$ cat src/core/spms_pkg.sv
// constants, register map and state codes of the serial port
package spms_pkg;

    // ------------------------------------------------------------
    // register offsets (byte addresses)
    // ------------------------------------------------------------
    localparam logic [7:0] OFS_CTRL1 = 8'h00;
    localparam logic [7:0] OFS_CTRL2 = 8'h04;
    localparam logic [7:0] OFS_BAUD = 8'h08;
    localparam logic [7:0] OFS_STAT = 8'h0C;
    localparam logic [7:0] OFS_DATA = 8'h10;

    // ------------------------------------------------------------
    // port_control_one fields
    // ------------------------------------------------------------
    localparam int C1_RIE = 7;
    localparam int C1_EN = 6;
    localparam int C1_TIE = 5;
    localparam int C1_MASTER_SLAVE_SELECT = 4;
    localparam int C1_CPOL = 3;
    localparam int C1_CPHA = 2;
    localparam int C1_SELECT_OUTPUT_ENABLE = 1;
    localparam int C1_LSBF = 0;

    // ------------------------------------------------------------
    // second control, baud and status fields
    // ------------------------------------------------------------
    localparam int C2_MODE_FAULT_ENABLE = 4;
    localparam int C2_BIDIR = 3;
    localparam int C2_SWIRE = 0;
    localparam int BR_PRE_LSB = 4;
    localparam int BR_RATE_LSB = 0;
    localparam int ST_RXF = 7;
    localparam int ST_TXE = 5;
    localparam int ST_MODE_FAULT_FLAG = 4;

    // ------------------------------------------------------------
    // reset values and masks
    // ------------------------------------------------------------
    localparam logic [7:0] CTRL1_RST = 8'h00;
    localparam logic [7:0] CTRL2_RST = 8'h00;
    localparam logic [7:0] BAUD_RST = 8'h00;
    localparam logic [7:0] CTRL2_MASK = 8'h19;
    localparam logic [7:0] BAUD_MASK = 8'h77;
    localparam logic [7:0] DATA_RST = 8'h00;

    // ------------------------------------------------------------
    // pin index in the synchroniser vector, idle levels
    // ------------------------------------------------------------
    localparam int PIN_SCK = 0;
    localparam int PIN_MOSI = 1;
    localparam int PIN_MISO = 2;
    localparam int PIN_SS = 3;
    localparam logic [3:0] PIN_IDLE = 4'h8;

    // ------------------------------------------------------------
    // timing: clock edges per byte
    // ------------------------------------------------------------
    localparam logic [4:0] EDGE_FIRST = 5'h00;
    localparam logic [4:0] EDGE_LAST = 5'h0F;
    localparam logic [4:0] EDGE_END = 5'h10;

    typedef enum logic [1:0] {
        ST_IDLE = 2'b01,
        ST_RUN = 2'b10
    } spms_state_t;

endpackage : spms_pkg

$ cat src/core/spms_port.sv
// serial port, master or slave, with apb register file
`timescale 1ns/100ps
// ------------------------------------------------------------
// Overview of operation
// - data write fills tx buffer; finished byte lands in rx buffer for reads
// - master drives clock pin and mosi, samples miso
// - slave clocks from clock pin, drives miso, samples mosi
// - master bit clock is bus clock over prescale then rate divisor
// - prescale field n divides by n+1, rate field by 2^(n+1)
// - port disabled releases all four pins
// - single-wire master uses mosi, direction set by bidir enable
// - single-wire slave leaves mosi to general-purpose control
// - single-wire slave uses miso, direction set by bidir enable
// - single-wire master leaves miso to general-purpose control
// - select pin: slave input, or master fault input, output or unused
// - deep stop powers down; wake-up returns reset state
// - shallow stop freezes everything; interrupt exit resumes as held
// - receive enable requests interrupt on rx full or mode fault
// - clearing enable aborts, empties buffers, clears rx full, sets tx empty
// - transmit enable requests interrupt while tx buffer empty
// - master select bit: 0 slave, 1 master
// - polarity bit inverts clock; 0 idles low, 1 idles high
// - phase 0 first edge mid bit, phase 1 at bit start
// - bit order 0 msb first, 1 lsb first
// ------------------------------------------------------------
module spms_port #(
    parameter int ADDR_W = 8
) (
    // clock and reset
    input wire logic REF_CLK,
    input wire logic RST,
    // stop mode requests
    input wire logic STOP_SHALLOW,
    input wire logic STOP_DEEP,
    // apb slave
    input wire logic PSEL,
    input wire logic PENABLE,
    input wire logic PWRITE,
    input wire logic [ADDR_W-1:0] PADDR,
    input wire logic [31:0] PWDATA,
    output logic [31:0] PRDATA,
    output logic PREADY,
    output logic PSLVERR,
    // interrupt request
    output logic IRQ,
    // serial clock pin
    input wire logic SCK_IN,
    output logic SCK_OUT,
    output logic SCK_OE,
    // mosi pin
    input wire logic MOSI_IN,
    output logic MOSI_OUT,
    output logic MOSI_OE,
    // miso pin
    input wire logic MISO_IN,
    output logic MISO_OUT,
    output logic MISO_OE,
    // select pin
    input wire logic SS_IN,
    output logic SS_OUT,
    output logic SS_OE
);

    // ------------------------------------------------------------
    // elaboration check
    // ------------------------------------------------------------
    if (ADDR_W < 5 || ADDR_W > 32) begin : g_bad_addr
        $error("spms_port: ADDR_W must lie between 5 and 32");
    end

    // ------------------------------------------------------------
    // reset and stop
    // ------------------------------------------------------------
    // deep stop loses all state, so it acts as a reset
    wire rst_any = RST | STOP_DEEP;
    wire hold = STOP_SHALLOW;

    // ------------------------------------------------------------
    // state
    // ------------------------------------------------------------
    logic [7:0] ctrl1_r, ctrl1_nxt, ctrl2_r, ctrl2_nxt, baud_r, baud_nxt;
    logic [7:0] tx_buf_r, tx_buf_nxt, rx_buf_r, rx_buf_nxt, sh_r, sh_nxt;
    logic [7:0] prdata_r, prdata_nxt;
    logic tx_empty_r, tx_empty_nxt, rx_full_r, rx_full_nxt, mode_fault_flag_r, mode_fault_flag_nxt;
    logic smp_r, smp_nxt, sck_r, sck_nxt, sck_prev_r;
    logic [4:0] edge_r, edge_nxt;
    logic [2:0] pre_cnt_r, pre_cnt_nxt;
    logic [7:0] half_cnt_r, half_cnt_nxt, evt_gap_r;
    logic [3:0] s1_r, s2_r, s3_r, pin_f_r, pin_f_nxt;
    spms_pkg::spms_state_t state_r, state_nxt;

    // ------------------------------------------------------------
    // apb decode
    // ------------------------------------------------------------
    wire acc = PSEL & PENABLE;
    wire wr_acc = acc & PWRITE;
    wire rd_acc = acc & ~PWRITE;
    wire sel_c1 = PADDR == ADDR_W'(spms_pkg::OFS_CTRL1);
    wire sel_c2 = PADDR == ADDR_W'(spms_pkg::OFS_CTRL2);
    wire sel_br = PADDR == ADDR_W'(spms_pkg::OFS_BAUD);
    wire sel_st = PADDR == ADDR_W'(spms_pkg::OFS_STAT);
    wire sel_dt = PADDR == ADDR_W'(spms_pkg::OFS_DATA);
    wire mapped = sel_c1 | sel_c2 | sel_br | sel_st | sel_dt;
    wire [7:0] wdat = PWDATA[7:0];
    wire wr_data = wr_acc & sel_dt & mapped;
    wire rd_data = rd_acc & sel_dt;
    wire mode_fault_flag_clr = wr_acc & sel_st & wdat[spms_pkg::ST_MODE_FAULT_FLAG];
    wire [7:0] stat_val = {rx_full_r, 1'b0, tx_empty_r, mode_fault_flag_r, 4'h0};

    assign PREADY = acc;
    assign PSLVERR = acc & ~mapped;
    assign PRDATA = {24'h000000, prdata_r};

    // read data is captured in the setup phase, so no wait state
    assign prdata_nxt = ~(PSEL & ~PENABLE) ? prdata_r :
                        sel_c1 ? ctrl1_r :
                        sel_c2 ? ctrl2_r :
                        sel_br ? baud_r :
                        sel_st ? stat_val :
                        sel_dt ? rx_buf_r : 8'h00;

    // ------------------------------------------------------------
    // control fields
    // ------------------------------------------------------------
    wire en = ctrl1_r[spms_pkg::C1_EN];
    wire master_slave_select = ctrl1_r[spms_pkg::C1_MASTER_SLAVE_SELECT];
    wire cpol = ctrl1_r[spms_pkg::C1_CPOL];
    wire cpha = ctrl1_r[spms_pkg::C1_CPHA];
    wire select_output_enable = ctrl1_r[spms_pkg::C1_SELECT_OUTPUT_ENABLE];
    wire lsbf = ctrl1_r[spms_pkg::C1_LSBF];
    wire mode_fault_enable = ctrl2_r[spms_pkg::C2_MODE_FAULT_ENABLE];
    wire bidir = ctrl2_r[spms_pkg::C2_BIDIR];
    wire swire = ctrl2_r[spms_pkg::C2_SWIRE];
    wire is_master = en & master_slave_select;
    wire is_slave = en & ~master_slave_select;
    wire running = state_r == spms_pkg::ST_RUN;

    // ------------------------------------------------------------
    // pin synchronisers, a change counts once stages two and three agree
    // ------------------------------------------------------------
    wire [3:0] pin_raw = {SS_IN, MISO_IN, MOSI_IN, SCK_IN};
    wire [3:0] pin_agree = ~(s2_r ^ s3_r);
    assign pin_f_nxt = (s3_r & pin_agree) | (pin_f_r & ~pin_agree);
    wire sck_f = pin_f_r[spms_pkg::PIN_SCK];
    wire mosi_f = pin_f_r[spms_pkg::PIN_MOSI];
    wire miso_f = pin_f_r[spms_pkg::PIN_MISO];
    wire ss_f = pin_f_r[spms_pkg::PIN_SS];

    // ------------------------------------------------------------
    // master bit-rate generator
    // ------------------------------------------------------------
    wire [2:0] pre_div = baud_r[spms_pkg::BR_PRE_LSB +: 3];
    wire [2:0] rate = baud_r[spms_pkg::BR_RATE_LSB +: 3];
    // half a bit is 2^rate prescaled ticks, so a full bit is 2^(rate+1)
    wire [7:0] half_span = 8'h01 << rate;
    wire pre_tick = pre_cnt_r == pre_div;
    wire half_tick = pre_tick & (half_cnt_r == half_span - 8'h01);
    assign pre_cnt_nxt = (~running | pre_tick) ? 3'h0 : pre_cnt_r + 3'h1;
    assign half_cnt_nxt = (~running | half_tick) ? 8'h00 :
                          pre_tick ? half_cnt_r + 8'h01 : half_cnt_r;

    // ------------------------------------------------------------
    // shift events
    // ------------------------------------------------------------
    wire m_evt = is_master & running & half_tick;
    wire m_edge = m_evt & (edge_r != spms_pkg::EDGE_END);
    wire m_end = m_evt & (edge_r == spms_pkg::EDGE_END);
    wire s_evt = is_slave & running & ~ss_f & (sck_f ^ sck_prev_r);
    wire data_evt = m_edge | s_evt;
    wire at_last = edge_r == spms_pkg::EDGE_LAST;
    // phase 0 samples on even edges, phase 1 on odd ones
    wire sample_now = data_evt & (edge_r[0] == cpha);
    wire shift_now = data_evt & ((((edge_r[0] ^ cpha)) & (edge_r != spms_pkg::EDGE_FIRST))
                     | (cpha & at_last));
    wire byte_done = data_evt & at_last;
    // master data inputs go through the synchroniser: at the fastest rates
    // the far end must set its bit about four bus cycles before the edge
    wire din = is_master ? (swire ? mosi_f : miso_f) : (swire ? miso_f : mosi_f);
    wire in_bit = sample_now ? din : smp_r;
    wire [7:0] sh_shift = lsbf ? {in_bit, sh_r[7:1]} : {sh_r[6:0], in_bit};
    wire so = lsbf ? sh_r[0] : sh_r[7];
    wire m_start = is_master & ~tx_empty_r;
    wire s_start = is_slave & ~ss_f;
    wire mode_fault_flag_evt = is_master & mode_fault_enable & ~select_output_enable & ~ss_f;

    // ------------------------------------------------------------
    // register file next values
    // ------------------------------------------------------------
    always_comb begin
        ctrl1_nxt = wr_acc & sel_c1 ? wdat : ctrl1_r;
        if (mode_fault_flag_evt) begin
            ctrl1_nxt[spms_pkg::C1_MASTER_SLAVE_SELECT] = 1'b0;
        end
    end
    assign ctrl2_nxt = wr_acc & sel_c2 ? (wdat & spms_pkg::CTRL2_MASK) : ctrl2_r;
    assign baud_nxt = wr_acc & sel_br ? (wdat & spms_pkg::BAUD_MASK) : baud_r;

    // ------------------------------------------------------------
    // transfer engine
    // ------------------------------------------------------------
    always_comb begin
        state_nxt = state_r;
        edge_nxt = edge_r;
        sh_nxt = sh_r;
        smp_nxt = smp_r;
        sck_nxt = sck_r;
        tx_buf_nxt = tx_buf_r;
        tx_empty_nxt = tx_empty_r;
        rx_buf_nxt = rx_buf_r;
        rx_full_nxt = rx_full_r;
        mode_fault_flag_nxt = mode_fault_flag_r;
        // software clears first, so a hardware set in the same cycle wins
        if (rd_data) begin
            rx_full_nxt = 1'b0;
        end
        if (mode_fault_flag_clr) begin
            mode_fault_flag_nxt = 1'b0;
        end
        unique case (state_r)
            spms_pkg::ST_IDLE: begin
                if (m_start | s_start) begin
                    state_nxt = spms_pkg::ST_RUN;
                    edge_nxt = spms_pkg::EDGE_FIRST;
                    sck_nxt = 1'b0;
                    if (~tx_empty_r) begin
                        sh_nxt = tx_buf_r;
                        tx_empty_nxt = 1'b1;
                    end
                end
            end
            spms_pkg::ST_RUN: begin
                if (sample_now) begin
                    smp_nxt = din;
                end
                if (shift_now) begin
                    sh_nxt = sh_shift;
                end
                if (m_edge) begin
                    sck_nxt = ~sck_r;
                end
                if (data_evt | m_evt) begin
                    edge_nxt = edge_r + 5'h01;
                end
                if (byte_done) begin
                    rx_buf_nxt = sh_shift;
                    rx_full_nxt = 1'b1;
                end
                if (m_end | (s_evt & at_last) | (is_slave & ss_f)) begin
                    state_nxt = spms_pkg::ST_IDLE;
                end
            end
            default: begin
                state_nxt = spms_pkg::ST_IDLE;
            end
        endcase
        // a write that meets a start refills the buffer just emptied
        if (wr_data) begin
            tx_buf_nxt = wdat;
            tx_empty_nxt = 1'b0;
        end
        if (mode_fault_flag_evt) begin
            mode_fault_flag_nxt = 1'b1;
            state_nxt = spms_pkg::ST_IDLE;
        end
        if (~en) begin
            state_nxt = spms_pkg::ST_IDLE;
            edge_nxt = spms_pkg::EDGE_FIRST;
            sck_nxt = 1'b0;
            rx_full_nxt = 1'b0;
            tx_empty_nxt = 1'b1;
        end
    end

    // ------------------------------------------------------------
    // flip-flops; shallow stop freezes every one of them
    // ------------------------------------------------------------
    always_ff @(posedge REF_CLK or posedge rst_any) begin
        if (rst_any) begin
            s1_r <= spms_pkg::PIN_IDLE;
            s2_r <= spms_pkg::PIN_IDLE;
            s3_r <= spms_pkg::PIN_IDLE;
            pin_f_r <= spms_pkg::PIN_IDLE;
            sck_prev_r <= 1'b0;
        end else if (!hold) begin
            s1_r <= pin_raw;
            s2_r <= s1_r;
            s3_r <= s2_r;
            pin_f_r <= pin_f_nxt;
            sck_prev_r <= sck_f;
        end
    end

    always_ff @(posedge REF_CLK or posedge rst_any) begin
        if (rst_any) begin
            ctrl1_r <= spms_pkg::CTRL1_RST;
            ctrl2_r <= spms_pkg::CTRL2_RST;
            baud_r <= spms_pkg::BAUD_RST;
            prdata_r <= spms_pkg::DATA_RST;
            pre_cnt_r <= 3'h0;
            half_cnt_r <= 8'h00;
        end else if (!hold) begin
            ctrl1_r <= ctrl1_nxt;
            ctrl2_r <= ctrl2_nxt;
            baud_r <= baud_nxt;
            prdata_r <= prdata_nxt;
            pre_cnt_r <= pre_cnt_nxt;
            half_cnt_r <= half_cnt_nxt;
        end
    end

    always_ff @(posedge REF_CLK or posedge rst_any) begin
        if (rst_any) begin
            state_r <= spms_pkg::ST_IDLE;
            edge_r <= spms_pkg::EDGE_FIRST;
            sh_r <= spms_pkg::DATA_RST;
            smp_r <= 1'b0;
            sck_r <= 1'b0;
            tx_buf_r <= spms_pkg::DATA_RST;
            rx_buf_r <= spms_pkg::DATA_RST;
            tx_empty_r <= 1'b1;
            rx_full_r <= 1'b0;
            mode_fault_flag_r <= 1'b0;
        end else if (!hold) begin
            state_r <= state_nxt;
            edge_r <= edge_nxt;
            sh_r <= sh_nxt;
            smp_r <= smp_nxt;
            sck_r <= sck_nxt;
            tx_buf_r <= tx_buf_nxt;
            rx_buf_r <= rx_buf_nxt;
            tx_empty_r <= tx_empty_nxt;
            rx_full_r <= rx_full_nxt;
            mode_fault_flag_r <= mode_fault_flag_nxt;
        end
    end

    // ------------------------------------------------------------
    // pin routing
    // ------------------------------------------------------------
    assign SCK_OUT = cpol ^ sck_r;
    assign SCK_OE = is_master;
    assign MOSI_OUT = so;
    assign MOSI_OE = is_master & (~swire | bidir);
    assign MISO_OUT = so;
    // slave drives miso only while selected, so shared lines stay free
    assign MISO_OE = is_slave & ~ss_f & (~swire | bidir);
    assign SS_OUT = ~running;
    assign SS_OE = is_master & mode_fault_enable & select_output_enable;
    assign IRQ = en & ((ctrl1_r[spms_pkg::C1_RIE] & (rx_full_r | mode_fault_flag_r))
                 | (ctrl1_r[spms_pkg::C1_TIE] & tx_empty_r));

    // ------------------------------------------------------------
    // assertions
    // ------------------------------------------------------------
    // cycles since the last master bit event, saturating
    always_ff @(posedge REF_CLK or posedge rst_any) begin
        if (rst_any) evt_gap_r <= 8'h00;
        else evt_gap_r <= m_evt ? 8'h00 : evt_gap_r + {7'h00, evt_gap_r != 8'hFF};
    end
endmodule : spms_port

$ cat config.mk
export PLATFORM = sky130hd
export DESIGN_NAME = spms_port
export DESIGN_NICKNAME = d
export VERILOG_FILES = /design/src/core/spms_pkg.sv /design/src/core/spms_port.sv
export SDC_FILE = /design/constraint.sdc
export NUM_CORES = 1
export LEC_CHECK = 0
export BUFFER_PORTS_ARGS = -buffer_cell sky130_fd_sc_hd__buf_2
export CORE_MARGIN = 2
export CORE_UTILIZATION = 51
export DETAILED_ROUTE_END_ITERATION = 10
export PLACE_DENSITY = 0.76
export RECOVER_POWER = 25
export SLEW_MARGIN = 0
export SYNTH_ARGS = -nofsm -noshare
export SYNTH_HDL_FRONTEND = slang
export SYNTH_SLANG_ARGS = --single-unit
$ cat constraint.sdc
create_clock -name REF_CLK -period 6.45 [get_ports REF_CLK]
set_clock_uncertainty 0.15 [all_clocks]
set_input_delay 1.29 -clock REF_CLK [delete_from_list [all_inputs] [get_ports REF_CLK]]
set_output_delay 1.29 -clock REF_CLK [all_outputs]
set_load 0.05 [all_outputs]
# Word level (Yosys, flattened, before mapping)
# Cells that the tools add are included.
op_classes:
  n_shift: 1
  bitwise_logic: 77
  reduce_logical: 21
  muxes: 43
  eq_ne: 23
  addsub: 4
op_table:
  columns: ["operator", "n"]
  rows:
  - ["8-bit 2-to-1 mux", 11]
  - ["1-bit bitwise AND", 41]
  - ["5-bit 2-to-1 mux", 4]
  - ["1-bit 2-to-1 mux", 19]
  - ["2-bit AND reduction", 9]
  - ["8-bit by 4-bit == test with 1-bit output (second input constant)", 2]
  - ["1-bit bitwise OR", 16]
  - ["8-bit case mux with 2 select lines", 1]
  - ["1-bit NOT", 11]
  - ["5-bit case mux with 2 select lines", 1]
  - ["3-bit by 1-bit inequality test with 1-bit output (second input constant)", 3]
  - ["3-bit AND reduction", 3]
  - ["8-bit by 1-bit adder with 8-bit output (second input constant)", 1]
  - ["4-bit bitwise AND", 2]
  - ["8-bit by 3-bit == test with 1-bit output (second input constant)", 1]
  - ["8-bit by 5-bit == test with 1-bit output (second input constant)", 1]
  - ["8-bit == test", 1]
  - ["8-bit zero test", 1]
  - ["2-bit 2-to-1 mux", 4]
  - ["4-bit NOT", 2]
  - ["4-bit AND reduction", 2]
  - ["2-bit nonzero test", 4]
  - ["1-bit by 3-bit left shift with 8-bit output (first input constant)", 1]
  - ["8-bit by 1-bit subtractor with 8-bit output (second input constant)", 1]
  - ["23 further kinds", 27]
word_totals:
  register_bits: 89
  out_inout_bits: 43

# Logic depth before layout (Yosys ltp)
# Gate-level depths: netlist (run 1).
logic_depth:
  word_depth: 12
  depth_mapped: 8
  mapped_depth_nobuf: 8

# Least setup slack after synthesis (run 1)
# No wires, ideal clock.
synth_timing:
  path_type: "in2out"
  start: "input port PADDR[2]"
  end: "output port PSLVERR"
  cell_stages: 5
  t_required_ns: 5.010
  slack_ns: 1.963
  arrival_time_ns: 3.047
  path_cell_list: "clkbuf_1 nor3b_1 nor2b_1 clkbuf_1 nor3_1"
synth_via:
  elab_chain_len: 7
synth_lines:
  columns: ["element", "line", "rtl"]
  rows:
  - ["start, declared", "spms_port.sv:39", "input wire logic [ADDR_W-1:0] PADDR,"]
  - ["8-bit by 3-bit == test with 1-bit output or 8-bit zero test (tied branches)", "spms_port.sv:99, spms_port.sv:98", null]
  - ["1-bit bitwise OR (3 in series)", "spms_port.sv:103", "wire mapped = sel_c1 | sel_c2 | sel_br | sel_st | sel_dt;"]
  - ["1-bit bitwise OR (*)", "spms_port.sv:103", null]
  - ["1-bit NOT (*)", "spms_port.sv:111", "assign PSLVERR = acc & ~mapped;"]
  - ["1-bit bitwise AND (*)", "spms_port.sv:111", null]
  - ["end, declared", "spms_port.sv:43", "output logic PSLVERR,"]
# Every way passes the cells marked *; elsewhere a longest branch is shown, timed or not.

# Worst setup path in the final report (run 1)
layout_timing:
  start: "input port PADDR[0]"
  end: "output port PSLVERR"
# The elaborated chain is that of the path after synthesis.

==> results by stage, run 1 <==
Synthesis:
- Synthesis inferred 89 register bits.
- The fraction of synthesis flops using an asynchronous set or reset pin is 100%.
- Summing every instance area after synthesis gives 4980 µm².
- The prevailing post-synth register cell is sky130_fd_sc_hd__dfrtp_1.
- The number of flops mapped to enable cells by yosys is 0.
- Yosys mapped the design onto 61 distinct sky130hd cell types.
- For this run, the number of Yosys warnings is 0.
- Synthesis handed over a netlist of 496 instances.
- The mean instance size in the synthesized netlist is 10.0 µm².
- The fraction of the yosys area taken by sequential cells is 44.9%.

Worst setup path:
- The worst register-to-register path begins at state_r[1]$_DFFE_PP0P_.
- STA classifies the critical path startpoint as an input port.
- The critical path is of the input port to primary output type.
- In this run the worst path has a maximum fanout of 9.
- The most used cell along the critical path is sky130_fd_sc_hd__buf_2.
- The top cell family by delay on the critical path is simple AND/OR/NAND/NOR gates.
- The signal on the critical path passes through buf_2 -> nor4_1 -> or2b_1 -> nor2b_1 -> nor3_1 -> buf_2.
- For flop-to-flop paths, the worst setup slack is 3210 ps.
- The nature of the critical path endpoint is a primary output.
- The count of cells along the worst register-to-register path is 5.
- The sum of buffers and inverters on the critical path is 2.
- The slowest stage of the critical path belongs to the cell sky130_fd_sc_hd__nor2b_1.
- The path length in cells of the critical path is 6.
- For this run, the slowest stage of the critical path takes 500 ps.
- STA puts the critical path data required time at 5010 ps.
- The launch point of the worst path is PADDR[0].
- The arrival time of the worst setup path is 2860 ps.

Routing:
- The detailed router finished its first iteration with 345 violations.
- Wire segments on met2 add up to 5290 µm in the final route.
- The DRC violations left is 0.
- After detailed routing, the wire length on met1 is 4960 µm.
- The total number of vias is 3907.
- The count of nets left with antenna violations once routing finished came out at 0.
- In the detailed route, the total length drawn on met3 is 714 µm.
- The mean routed wirelength per cell is 17.0 µm.
- The pre-antenna-repair detailed-routing pass consisted of 5 iterations.
- Signal routing reaches up to met4.
- Using the TritonRoute via totals, the vias-per-cell ratio works out to 5.85.
- The total wire length is 11400 µm.

STA:
- The total negative slack for setup checks is 0 ps.
- Setup repair after global routing left no endpoint under its margin.
- The count of endpoints failing hold in the final timing report is 0.
- At the pin with the least slew margin, the transition time is 2170 ps.
- The max-slew violation total from the final report is 75.
- Based on the critical path, the design can be clocked at up to 0.232 GHz.
- The final clock period utilization by the worst path is 66.7%.
- Setup violations remaining at the end of the flow were counted as 0.
- The remaining max-slew budget at the tightest pin is -45.0%.
- After layout, the minimum clock period comes to 4300 ps.

Global route:
- The number of global-route vias before repair is 3663.
- Entering global routing, the biggest net connects 63 pins.
- The total global routing overflow is 0.
- The first-pass GRT wire length is 18400 µm.
- The overall fraction of global-route tracks in use is 23.0%.
- The initial antenna violation count is 1.

Flow run:
- The tool flagged a number of max-cap violations equal to 2.

Cells and area:
- After filler insertion, the fill cell instance count of the layout stands at 865.
- The post-route core utilization is 55.8%.
- The final design instance area without fill is 5380 µm².
- In the final design database the tool counted 585 nets.
- Relative to the synthesized area, the layout overhead comes to 7.91%.
- The post-route netlist has 23.8% of its cells at a drive strength greater than 1.
- The finished layout holds 668 standard cells, fillers aside.

Clocking:
- The sink count of the clock tree is 89.
- Once the clock tree was built, the setup fixing pass inserted 0 buffers.
- TritonCTS created 9 clock buffers.
- The deepest level of the CTS H-tree is 3.
- Buffers inserted to repair hold after CTS numbered 0.
- The root buffer cell chosen for the clock tree is sky130_fd_sc_hd__clkbuf_8.
- The clock-pin slew of the registers on the worst-case setup and hold paths is 100 ps.
- The post-cts resize count is 0.
- The CTS tree is yes.
- Counting along the longest clock path gives a buffer depth of 2.
- At the later pin of the worst-skew pair, clock insertion delay measures 380 ps.

Placed design:
- Input and output buffers added on the ports amount to 45.
- The weighted congestion at the end of routability-driven global placement is 1.00.
- The cell count after placement is 651.
- The HPWL after detailed placement is 8270 µm.
- In this run the cell area measured after placement is 5180 µm².

Floorplan:
- In this run the core area contains 36 standard-cell rows.
- The area of the placeable core is 9640 µm².
- The die outline area is 10600 µm².
- The die is 103 µm tall.
- The starting density of the core is 51.7%.
- Pin placement for this block handled 94 I/O pins.
- The die is 103 µm wide.

Power and ir drop:
- The post-layout total power is 1.17 mW.
- The power per standard cell area is 217 nW/µm².
- Combinational cells account for 13.5% of the total power.
- The net switching power is 336 µW.
- The share of total power consumed by net switching is 28.8%.
- The standby leakage power is 2.41 nW.
- Of the total power, registers draw 52.4%.
- The internal power summed over all cells is 831 µW.
- IR analysis of the VDD net gives a maximum drop of 0.105 mV.
- Per report_power, the clock group accounts for 34.1% of the total.

Min path:
- The worst hold path belongs to the class flop to flop.
- The launch point of the worst hold path is prdata_r[3]$_DFFE_PP0P_.
- The count of cells along the worst hold path is 2.

Status:
- The checks that failed: max-capacitance violations, max-slew violations.
- The flow ran to the end, but the final reports show violations.
-- routing by layer --
layer | up-vias | track usage, %
met1 | 1934 | 31.3
li1 | 1788 | -
met4 | 0 | 11.2
met5 | - | 0
met3 | 29 | 5.63
met2 | 156 | 34.6
-- worst reg2reg max path, stage by stage, from the launching register on --
cell                       delay (ps)
sky130_fd_sc_hd__dfrtp_1          390
sky130_fd_sc_hd__nor2b_1          590
sky130_fd_sc_hd__inv_1            530
sky130_fd_sc_hd__a221o_1          500
sky130_fd_sc_hd__a211oi_4         550
sky130_fd_sc_hd__mux2_2           410
-- worst paths after layout --
kind                                           end
max in group asynchronous   ctrl1_r[4]$_DFFE_PP0P_
min in group asynchronous      s1_r[2]$_DFFE_PP0N_
max                                        PSLVERR
min                        prdata_r[3]$_DFFE_PP0P_
min reg2reg                prdata_r[3]$_DFFE_PP0P_
max reg2reg                    sh_r[2]$_DFFE_PP0P_
-- cell usage in the layout, fill, tap and decap left out, types with 4 or more instances in the layout --
cell type	n
sky130_fd_sc_hd__a221oi_1	4
sky130_fd_sc_hd__dfstp_2	6
sky130_fd_sc_hd__and3_1	6
sky130_fd_sc_hd__nor2_1	20
sky130_fd_sc_hd__mux2i_1	14
sky130_fd_sc_hd__ha_1	5
sky130_fd_sc_hd__mux2_2	46
sky130_fd_sc_hd__o21ai_0	43
sky130_fd_sc_hd__nand2_1	47
sky130_fd_sc_hd__a21oi_1	19
sky130_fd_sc_hd__o31ai_1	4
sky130_fd_sc_hd__a21o_1	4
sky130_fd_sc_hd__dfrtp_1	83
sky130_fd_sc_hd__nand3_1	16
sky130_fd_sc_hd__or4_1	4
sky130_fd_sc_hd__nand4_1	4
sky130_fd_sc_hd__buf_2	44
sky130_fd_sc_hd__inv_1	20
sky130_fd_sc_hd__o22ai_1	5
sky130_fd_sc_hd__nand2b_1	12
sky130_fd_sc_hd__nor2b_1	13
sky130_fd_sc_hd__clkbuf_8	10
sky130_fd_sc_hd__a21boi_0	4
sky130_fd_sc_hd__xnor2_1	5
sky130_fd_sc_hd__a211oi_1	4
sky130_fd_sc_hd__conb_1	24
sky130_fd_sc_hd__nor3_1	7
-- cell families (layout without fill, tap and decap cells) --
kind of cell | count (synthesis) | in the layout | share of synthesized area, %
compound gates | 114 | 114 | 15.2
xor+xnor | 8 | 8 | 1.41
fa+ha+maj | 5 | 5 | 1.26
buf+inv | 67 | 82 | 7.46
flops | 89 | 89 | 44.9
mux | 62 | 62 | 13.8
other cells | 1 | 25 | 0.0753
simple gates | 150 | 150 | 15.9
-- power groups by stage --
stage / clock [mW] / sequential, mW / combinational, mW
floorplan: 0 / 0.630 / 0.122
global placement: 0 / 0.621 / 0.153
detailed placement: 0 / 0.623 / 0.158
CTS: 0.405 / 0.611 / 0.158
global route: 0.429 / 0.617 / 0.173
finish: 0.398 / 0.612 / 0.158
-- sequential cells by signal (all words and copies together), names as in the netlist, 2 cells and up, named ones only --
signal,flops
baud_r,6
ctrl1_r,8
ctrl2_r,3
edge_r,5
half_cnt_r,8
prdata_r,8
pre_cnt_r,3
rx_buf_r,8
s1_r,4
s2_r,4
s3_r,4
sh_r,8
state_r,2
tx_buf_r,8
-- synthesized netlist by cell type, types with 7 or more instances --
cell / instances / area, µm²
sky130_fd_sc_hd__dfrtp_1: 83 / 2080
sky130_fd_sc_hd__nand2_1: 47 / 176
sky130_fd_sc_hd__mux2_2: 46 / 518
sky130_fd_sc_hd__o21ai_0: 43 / 215
sky130_fd_sc_hd__buf_4: 27 / 203
sky130_fd_sc_hd__inv_1: 20 / 75.1
sky130_fd_sc_hd__nor2_1: 20 / 75.1
sky130_fd_sc_hd__a21oi_1: 19 / 95.1
sky130_fd_sc_hd__nand3_1: 16 / 80.1
sky130_fd_sc_hd__mux2i_1: 14 / 140
sky130_fd_sc_hd__nor2b_1: 13 / 81.3
sky130_fd_sc_hd__clkbuf_1: 12 / 45.0
sky130_fd_sc_hd__nand2b_1: 12 / 75.1
sky130_fd_sc_hd__nor3_1: 7 / 35.0
-- area by class of cell --
class	instances	area, µm²	share of cell area [%]
multi-input combinational	363	2460	45.8
sequential	89	2230	41.6
timing repair buffer	46	231	4.31
tap	133	166	3.10
clock buffer	11	141	2.63
inverter	20	75.1	1.40
clock inverter	5	62.6	1.16
antenna	1	2.50	0.0465
-- stage by stage --
| stage | hold slack [ps] | setup slack [ps] |
|---|---|---|
| after floorplan | 293 | 1930 |
| after global placement | 302 | 2120 |
| after detailed placement | 309 | 2150 |
| after CTS | 336 | 2140 |
| after global routing | 372 | 2040 |
| final | 336 | 2150 |
No activity file was read; power rests on OpenSTA's default activity.
==> inputs of run 2 (changes only) <==
- ABC_AREA: default -> 1
- CORE_UTILIZATION: 51 -> 50
- PLACE_DENSITY: 0.76 -> 0.75
- clock period: 6.45 -> 3.8 ns (I/O delays scaled with it)
==> run 2 against run 1 <==
Effect of this change:
- the run now ends clean
- register-to-register slack got worse by 2000 ps
- first-iteration DRC count decreased by 23%
- final cell count increased by 23%
- largest cell class is now sequential cells
==> results by stage, run 2 <==
Status:
- The flow ran to the end, and the final reports show no timing, DRC or antenna violations.

Cells and area:
- The most common library cell in the layout ignoring fill and taps is sky130_fd_sc_hd__nand2_1.
- The final standard cell count with taps included and fillers excluded is 823 (+23%).
- The layout filler cell count was 916 (+5.9%).
- The count of antenna diodes in the layout is 0 (-1).
- The post-route core utilization is 55.3% (-0.45 points).
- The net count of the finished layout is 741 (+27%).
- In the layout the commonest cells are sky130_fd_sc_hd__nand2_1 (187), sky130_fd_sc_hd__dfrtp_1 (83), sky130_fd_sc_hd__inv_1 (79).
- The register cell area after layout is 2230 µm² (unchanged).
- The share of layout cells above drive strength 1 was 15.2% (-8.6 points).
- The multi-input gate area in the final layout came to 2140 µm² (-13%).
- The area growth from synthesis to layout is 8.64%.

Synthesis:
- The area fraction of the dominant cell type after synthesis was 42.3% (+0.63 points).
- The flip-flop and latch count after synthesis is 89 (unchanged).
- sky130_fd_sc_hd__nand2_1 is the most common cell in the netlist.
- The fraction of synthesis flops using an asynchronous set or reset pin is 100% (unchanged).
- The prevailing post-synth register cell is sky130_fd_sc_hd__dfrtp_1.
- By area the synthesized netlist is led by sky130_fd_sc_hd__dfrtp_1 (42%), sky130_fd_sc_hd__nand2_1 (14%), sky130_fd_sc_hd__inv_1 (6.0%).
- The mean instance size in the synthesized netlist came to 7.63 µm² (-24%).
- The synthesized instance count is 643 (+30%).
- The commonest cells after synthesis are sky130_fd_sc_hd__nand2_1 (187), sky130_fd_sc_hd__dfrtp_1 (83), sky130_fd_sc_hd__inv_1 (79).
- The number of flops mapped to enable cells by yosys is 0 (unchanged).
- The number of warnings reported in the yosys synthesis log is 0 (unchanged).
- The fraction of the yosys area taken by sequential cells is 45.5% (+0.67 points).
- The count of unique library cells instantiated by Yosys was 43 (-30%).
- The post-synthesis instance area is 4910 µm² (-1.5%).
- Summed over all instances, the cell type with the most area after synthesis is sky130_fd_sc_hd__dfrtp_1.

Global route:
- The maximum number of pins on one net before global-route repair came to 34 (-46%).
- The number of global-route vias before repair is 4019 (+9.7%).
- The total global routing overflow was 0 (unchanged).
- The first-pass GRT wire length is 19000 µm (+3.3%).
- The initial antenna violation count is 0 (-1).
- The overall fraction of global-route tracks in use was 23.2% (+0.19 points).

Power and ir drop:
- The net switching power is 616 µW (+83%).
- The share of total power in sequential cells is 52.2% (-0.2 points).
- The share of total power consumed by net switching is 30.7% (+1.9 points).
- The standby leakage power came to 2.66 nW (+10%).
- The internal power summed over all cells is 1.39 mW (+68%).
- The power share of the clock group came to 32.6% (-1.5 points).
- The post-layout total power was 2.01 mW (+72%).
- The largest voltage drop on the vdd net is 0.302 mV (+190%).
- The combinational share of power is 15.1% (+1.6 points).
- The power per standard cell area is 377 nW/µm² (+74%).

Placed design:
- The weighted congestion at the end of routability-driven global placement came to 0.897 (-10%).
- The cell count after placement is 807 (+24%).
- The detailed-placement wirelength estimate is 8550 µm (+3.4%).
- The count of input and output buffers is 45 (unchanged).

Routing:
- The DRC violations left is 0 (unchanged).
- The DRC violation total after the first TritonRoute iteration was 267 (-23%).
- The number of iterations in the first detailed-routing pass came to 5 (unchanged).
- The total wire length is 11500 µm (+1.2%).
- The residual antenna-violating net count after detailed routing is 0 (unchanged).
- The mean routed wirelength per cell is 14.0 µm (-18%).
- The via density per instance is 5.13 (-12%).
- The total number of vias is 4220 (+8.0%).

Min path:
- The min-delay analysis places its worst path in the category flop to flop.
- The worst hold path begins at s1_r[3]$_DFFE_PP1N_.

Worst setup path:
- STA classifies the critical path startpoint as an input port.
- The critical path in this run is classified as input port to primary output.
- The required time at the endpoint of the critical path is 2890 ps (-2120 ps).
- The launch instance of the worst register-to-register path is state_r[1]$_DFFE_PP0P_.
- The launch point of the worst path is PADDR[1].
- The largest driver fanout on the critical path came to 6 (-3).
- The worst setup slack for register-to-register paths came to 1260 ps (-1950 ps).
- The count of cells along the worst register-to-register path came to 11 (+6).
- The nature of the critical path endpoint is a primary output.
- The capture point of the worst path is PSLVERR.
- The arrival time of the worst setup path is 2270 ps (-590 ps).
- The endpoint of the lowest-slack register-to-register path is rx_buf_r[7]$_DFFE_PP0P_.

STA:
- The final clock period utilization by the worst path is 83.6%.
- The max-slew violation total from the final report came to 0 (-100%).
- Timing would allow up to 0.315 GHz.
- The slew at the pin closest to its max-slew limit is 1310 ps (-856 ps).
- The remaining max-slew budget at the tightest pin is 12.6% (+58 points).
- The count of endpoints failing hold in the final timing report is 0 (unchanged).
- The total negative slack for setup checks is 0 ps (unchanged).
- Subtracting the final worst setup slack from the clock period gives 3180 ps.
- Setup repair after global routing left no endpoint under its margin.
- The setup-violating endpoint count in the final report is 0 (unchanged).

Floorplan:
- The starting density of the core is 50.9% (-0.77 points).
- The number of ports placed on the die boundary is 94 (unchanged).
- The die span in y was 103 µm (+0.23%).
- The die width came to 103 µm (+0.23%).
- The placement row count was 36 (unchanged).
- The area of the placeable core was 9640 µm² (unchanged).
- The die outline area came to 10600 µm² (+0.47%).

Clocking:
- The clock buffer count from CTS is 9 (unchanged).
- The deepest level of the CTS H-tree came to 3 (unchanged).
- The later-pin clock latency in the skew report came to 360 ps (-20 ps).
- The number of buffers on the longest clock path is 2 (unchanged).
- TritonCTS built the clock tree.
- The sink count of the clock tree is 89 (unchanged).
- The clock-pin slew of the registers on the worst-case setup and hold paths is 100 ps (about the same).
- The post-cts resize count is 0 (unchanged).
- The buffers inserted during post-CTS setup optimization is 0 (unchanged).
- The count of hold buffers inserted by post-cts repair was 0 (unchanged).
- The tree is rooted in a sky130_fd_sc_hd__clkbuf_8.

Flow run:
- The max-capacitance violation count came to 0 (-2).
## run 2: worst max-delay path, cell delays in order
cell,delay [ps]
sky130_fd_sc_hd__buf_2,90
sky130_fd_sc_hd__nor2_1,270
sky130_fd_sc_hd__nand3_1,170
sky130_fd_sc_hd__nor3_1,560
sky130_fd_sc_hd__nor4_1,150
sky130_fd_sc_hd__buf_2,250
## run 2: cell families after synthesis
group,count (synthesis),share of synthesized area (%)
XOR/XNOR,5,0.892
flip-flops,89,45.5
other,1,0.0764
adder cells (fa/ha/maj),5,1.27
AO/OA/AOI/OAI,121,13.8
AND/OR/NAND/NOR,290,25.4
buffers and inverters,131,12.8
multiplexers,1,0.229
## run 2: layout make-up
cell class	instances	area share, %
well taps	133	3.12
clock inverters	6	1.27
inverters	89	6.36
flip-flops and latches	89	41.9
repair buffers	50	4.81
clock buffers	10	2.39
multi-input cells	446	40.1
## run 2: power by group through the flow
| stage | Clock (mW) | Sequential (mW) | Combinational [mW] |
|---|---|---|---|
| after floorplan | 0 | 1.07 | 0.239 |
| after global placement | 0 | 1.06 | 0.296 |
| after detailed placement | 0 | 1.07 | 0.304 |
| after CTS | 0.666 | 1.05 | 0.306 |
| after global routing | 0.712 | 1.06 | 0.338 |
| final | 0.656 | 1.05 | 0.304 |
## run 2: stage by stage
stage,worst slack [ps],hold WS [ps],cell area (µm²)
global placement,702,299,5140
CTS,645,318,5340
floorplan,135,291,5000
global route,448,339,5330
detailed placement,647,303,5140
finish,625,316,5330
## run 2: how the worst min path moves through the flow
stage / end / slack [ps] / cells past startpoint
5_1_grt: s2_r[3]$_DFFE_PP1N_ / 340 / 2
4_1_cts: s2_r[3]$_DFFE_PP1N_ / 320 / 2
2_1_floorplan: rx_buf_r[3]$_DFFE_PP0P_ / 290 / 2
6_report: s2_r[3]$_DFFE_PP1N_ / 320 / 2
3_3_place_gp: s2_r[3]$_DFFE_PP1N_ / 300 / 2
3_5_place_dp: s2_r[3]$_DFFE_PP1N_ / 300 / 2
## run 2: routing by layer
layer  part of all wire [%]  GRT usage [%]
met1                     45           31.4
met2                     47           36.8
met3                    5.8           3.80
met4                    2.3           10.3
met5                      0              0
==> inputs of run 3 (changes only) <==
- clock period: 3.8 -> 2.9 ns (I/O delays scaled with it)
==> run 3 against run 2 <==
Effect of this change:
- wire length increased by 2.0%
- final cell count increased by 0.73%
- clock power increased by 49%
- sequential share of layout area decreased by 0.73 points
- sequential cell count unchanged
- critical path depth increased by 4
- non-clock buffer count increased by 6
- highest routed layer unchanged
==> results by stage, run 3 (same netlist as run 2, synthesis figures left out) <==
Worst setup path:
- The arrival time of the worst setup path is 1860 ps (-410 ps).
- The endpoint of the lowest-slack register-to-register path is rx_buf_r[6]$_DFFE_PP0P_.
- The worst setup path is launched from an input port.
- The count of cells along the worst register-to-register path is 11 (unchanged).
- The critical path in this run is classified as input port to primary output.
- STA classifies the critical path endpoint as a primary output.
- The startpoint identified for the worst register-to-register timing path is state_r[1]$_DFFE_PP0P_.
- The largest driver fanout on the critical path is 5 (-1).
- The required time at the endpoint of the critical path is 2170 ps (-720 ps).
- The worst setup slack for register-to-register paths is 560 ps (-700 ps).

Clocking:
- The post-cts resize count is 0 (unchanged).
- The number of buffers on the longest clock path came to 2 (unchanged).
- The clock tree root buffer cell is sky130_fd_sc_hd__clkbuf_8.
- The count of hold buffers inserted by post-cts repair is 0 (unchanged).
- The sink count of the clock tree is 89 (unchanged).
- The later-pin clock latency in the skew report was 360 ps (about the same).
- The buffers inserted during post-CTS setup optimization is 0 (unchanged).
- The clock-pin slew of the registers on the worst-case setup and hold paths is 90 ps (about the same).
- The clock buffer count from CTS was 9 (unchanged).
- The deepest level of the CTS H-tree is 3 (unchanged).
- TritonCTS built the clock tree.

Placed design:
- The worst setup slack before clock tree synthesis was 356 ps (-292 ps).
- The count of input and output buffers is 45 (unchanged).
- The detailed-placement wirelength estimate was 8740 µm (+2.2%).
- The weighted congestion at the end of routability-driven global placement is 0.903 (+0.62%).
- The cell count after placement is 813 (+0.74%).

Floorplan:
- The die width is 103 µm (unchanged).
- The starting density of the core is 50.9% (unchanged).
- The die span in y is 103 µm (unchanged).
- The area of the placeable core is 9640 µm² (unchanged).
- The placement row count is 36 (unchanged).
- The die outline area is 10600 µm² (unchanged).
- The number of ports placed on the die boundary came to 94 (unchanged).

Routing:
- The total wire length was 11700 µm (+2.0%).
- The via density per instance is 5.25 (+2.3%).
- The DRC violation total after the first TritonRoute iteration was 272 (+1.9%).
- The mean routed wirelength per cell is 14.2 µm (+1.2%).
- The total number of vias was 4349 (+3.1%).
- The residual antenna-violating net count after detailed routing came to 0 (unchanged).
- The DRC violations left is 0 (unchanged).
- The number of iterations in the first detailed-routing pass is 5 (unchanged).

Cells and area:
- The top cell types in the final layout, fill and taps aside, are sky130_fd_sc_hd__nand2_1 (187), sky130_fd_sc_hd__dfrtp_1 (83), sky130_fd_sc_hd__inv_1 (79).
- The net count of the finished layout came to 747 (+0.81%).
- The multi-input gate area in the final layout came to 2140 µm² (about the same).
- The count of antenna diodes in the layout is 0 (unchanged).
- The final standard cell count with taps included and fillers excluded is 829 (+0.73%).
- The register cell area after layout is 2230 µm² (unchanged).
- The share of layout cells above drive strength 1 was 16.7% (+1.4 points).
- The area growth from synthesis to layout is 10.6%.
- The most common library cell in the layout ignoring fill and taps is sky130_fd_sc_hd__nand2_1.
- The post-route core utilization is 56.3% (+0.99 points).
- The layout filler cell count is 940 (+2.6%).

STA:
- The remaining max-slew budget at the tightest pin came to 4.82% (-7.8 points).
- The shortest period the worst path allows is 2590 ps.
- The total negative slack for setup checks is 0 ps (unchanged).
- The worst setup slack after layout is 314 ps (-310 ps).
- The setup-violating endpoint count in the final report is 0 (unchanged).
- The count of endpoints failing hold in the final timing report is 0 (unchanged).
- The max-slew violation total from the final report is 0 (unchanged).
- The slew at the pin closest to its max-slew limit is 1430 ps (+115 ps).
- The highest clock rate is 0.387 GHz.
- Setup repair after global routing left no endpoint under its margin.
- Dividing the final minimum period by the clock period gives 89.2%.

Min path:
- The hold path endpoint is s1_r[3]$_DFFE_PP1N_.
- The path class of the lowest-slack min-delay path is input port to flop.
- The count of cells along the worst hold path was 3 (+1).
- In this run the most critical hold path is launched from SS_IN.

Power and ir drop:
- The share of total power in sequential cells is 50.0% (-2.2 points).
- The net switching power is 811 µW (+32%).
- The power per standard cell area is 507 nW/µm² (+35%).
- The internal power summed over all cells is 1.94 mW (+39%).
- The standby leakage power is 2.72 nW (+2.3%).
- The share of total power consumed by net switching is 29.5% (-1.2 points).
- The largest voltage drop on the vdd net came to 0.304 mV (+0.69%).
- The power share of the clock group is 35.4% (+2.8 points).
- The combinational share of power is 14.6% (-0.5 points).

Global route:
- The initial antenna violation count is 0 (unchanged).
- The maximum number of pins on one net before global-route repair is 32 (-5.9%).
- The number of global-route vias before repair is 4052 (+0.82%).
- The first-pass GRT wire length is 19300 µm (+2.0%).
- The overall fraction of global-route tracks in use was 23.6% (+0.44 points).
- The total global routing overflow is 0 (unchanged).

Status:
- The run finished with clean final reports.

Flow run:
- The max-capacitance violation count is 0 (unchanged).
[run 3: layout make-up]
type | count | share of cell area (%)
timing repair buffer | 56 | 5.86
inverter | 89 | 6.25
clock inverter | 6 | 1.66
sequential | 89 | 41.2
clock buffer | 10 | 2.54
multi-input combinational | 446 | 39.5
tap | 133 | 3.07
[run 3: how the worst max path moves through the flow]
stage	startpoint	endpoint	slack, ps	cells after the start
6_report	PADDR[6]	PSLVERR	310	10
3_5_place_dp	PADDR[6]	PSLVERR	360	10
3_3_place_gp	PADDR[6]	PSLVERR	420	10
5_1_grt	PADDR[6]	PSLVERR	200	10
2_1_floorplan	PADDR[6]	PSLVERR	180	10
4_1_cts	ctrl1_r[6]$_DFFE_PP0P_	SS_OE	330	5
[run 3: power groups by stage]
stage | sequential, mW | clock (mW) | combinational, mW
after floorplan | 1.41 | 0 | 0.314
after global placement | 1.40 | 0 | 0.396
after detailed placement | 1.40 | 0 | 0.405
after CTS | 1.38 | 0.980 | 0.405
after global routing | 1.39 | 1.03 | 0.448
final | 1.38 | 0.975 | 0.400
[run 3: metal layers]
metal  routed length, µm  up-vias  share of wire, %  global-route usage [%]
li1                    -     2100                 -                       -
met4                 244        0               2.1                    6.98
met3                 729       25               6.2                    4.27
met2                5510      168                47                    37.9
met5                   0        -                 0                       0
met1                5260     2056                45                    32.9
[run 3: worst max-delay path, stage by stage]
cell and delay (ps):
sky130_fd_sc_hd__buf_2 100, sky130_fd_sc_hd__inv_1 40, sky130_fd_sc_hd__nand2_1 60, sky130_fd_sc_hd__nor2_1 90, sky130_fd_sc_hd__inv_1 70, sky130_fd_sc_hd__nor2_1 170, sky130_fd_sc_hd__nand4_1 270, sky130_fd_sc_hd__nand3_1 190
sky130_fd_sc_hd__nor4_2 60, sky130_fd_sc_hd__buf_2 220
[run 3: through the flow]
stage	cell area, µm²	hold slack (ps)	total power, mW
final	5430	251	2.75
after floorplan	5010	291	1.72
after global placement	5220	300	1.79
after CTS	5450	240	2.76
after global routing	5430	262	2.87
after detailed placement	5220	311	1.80
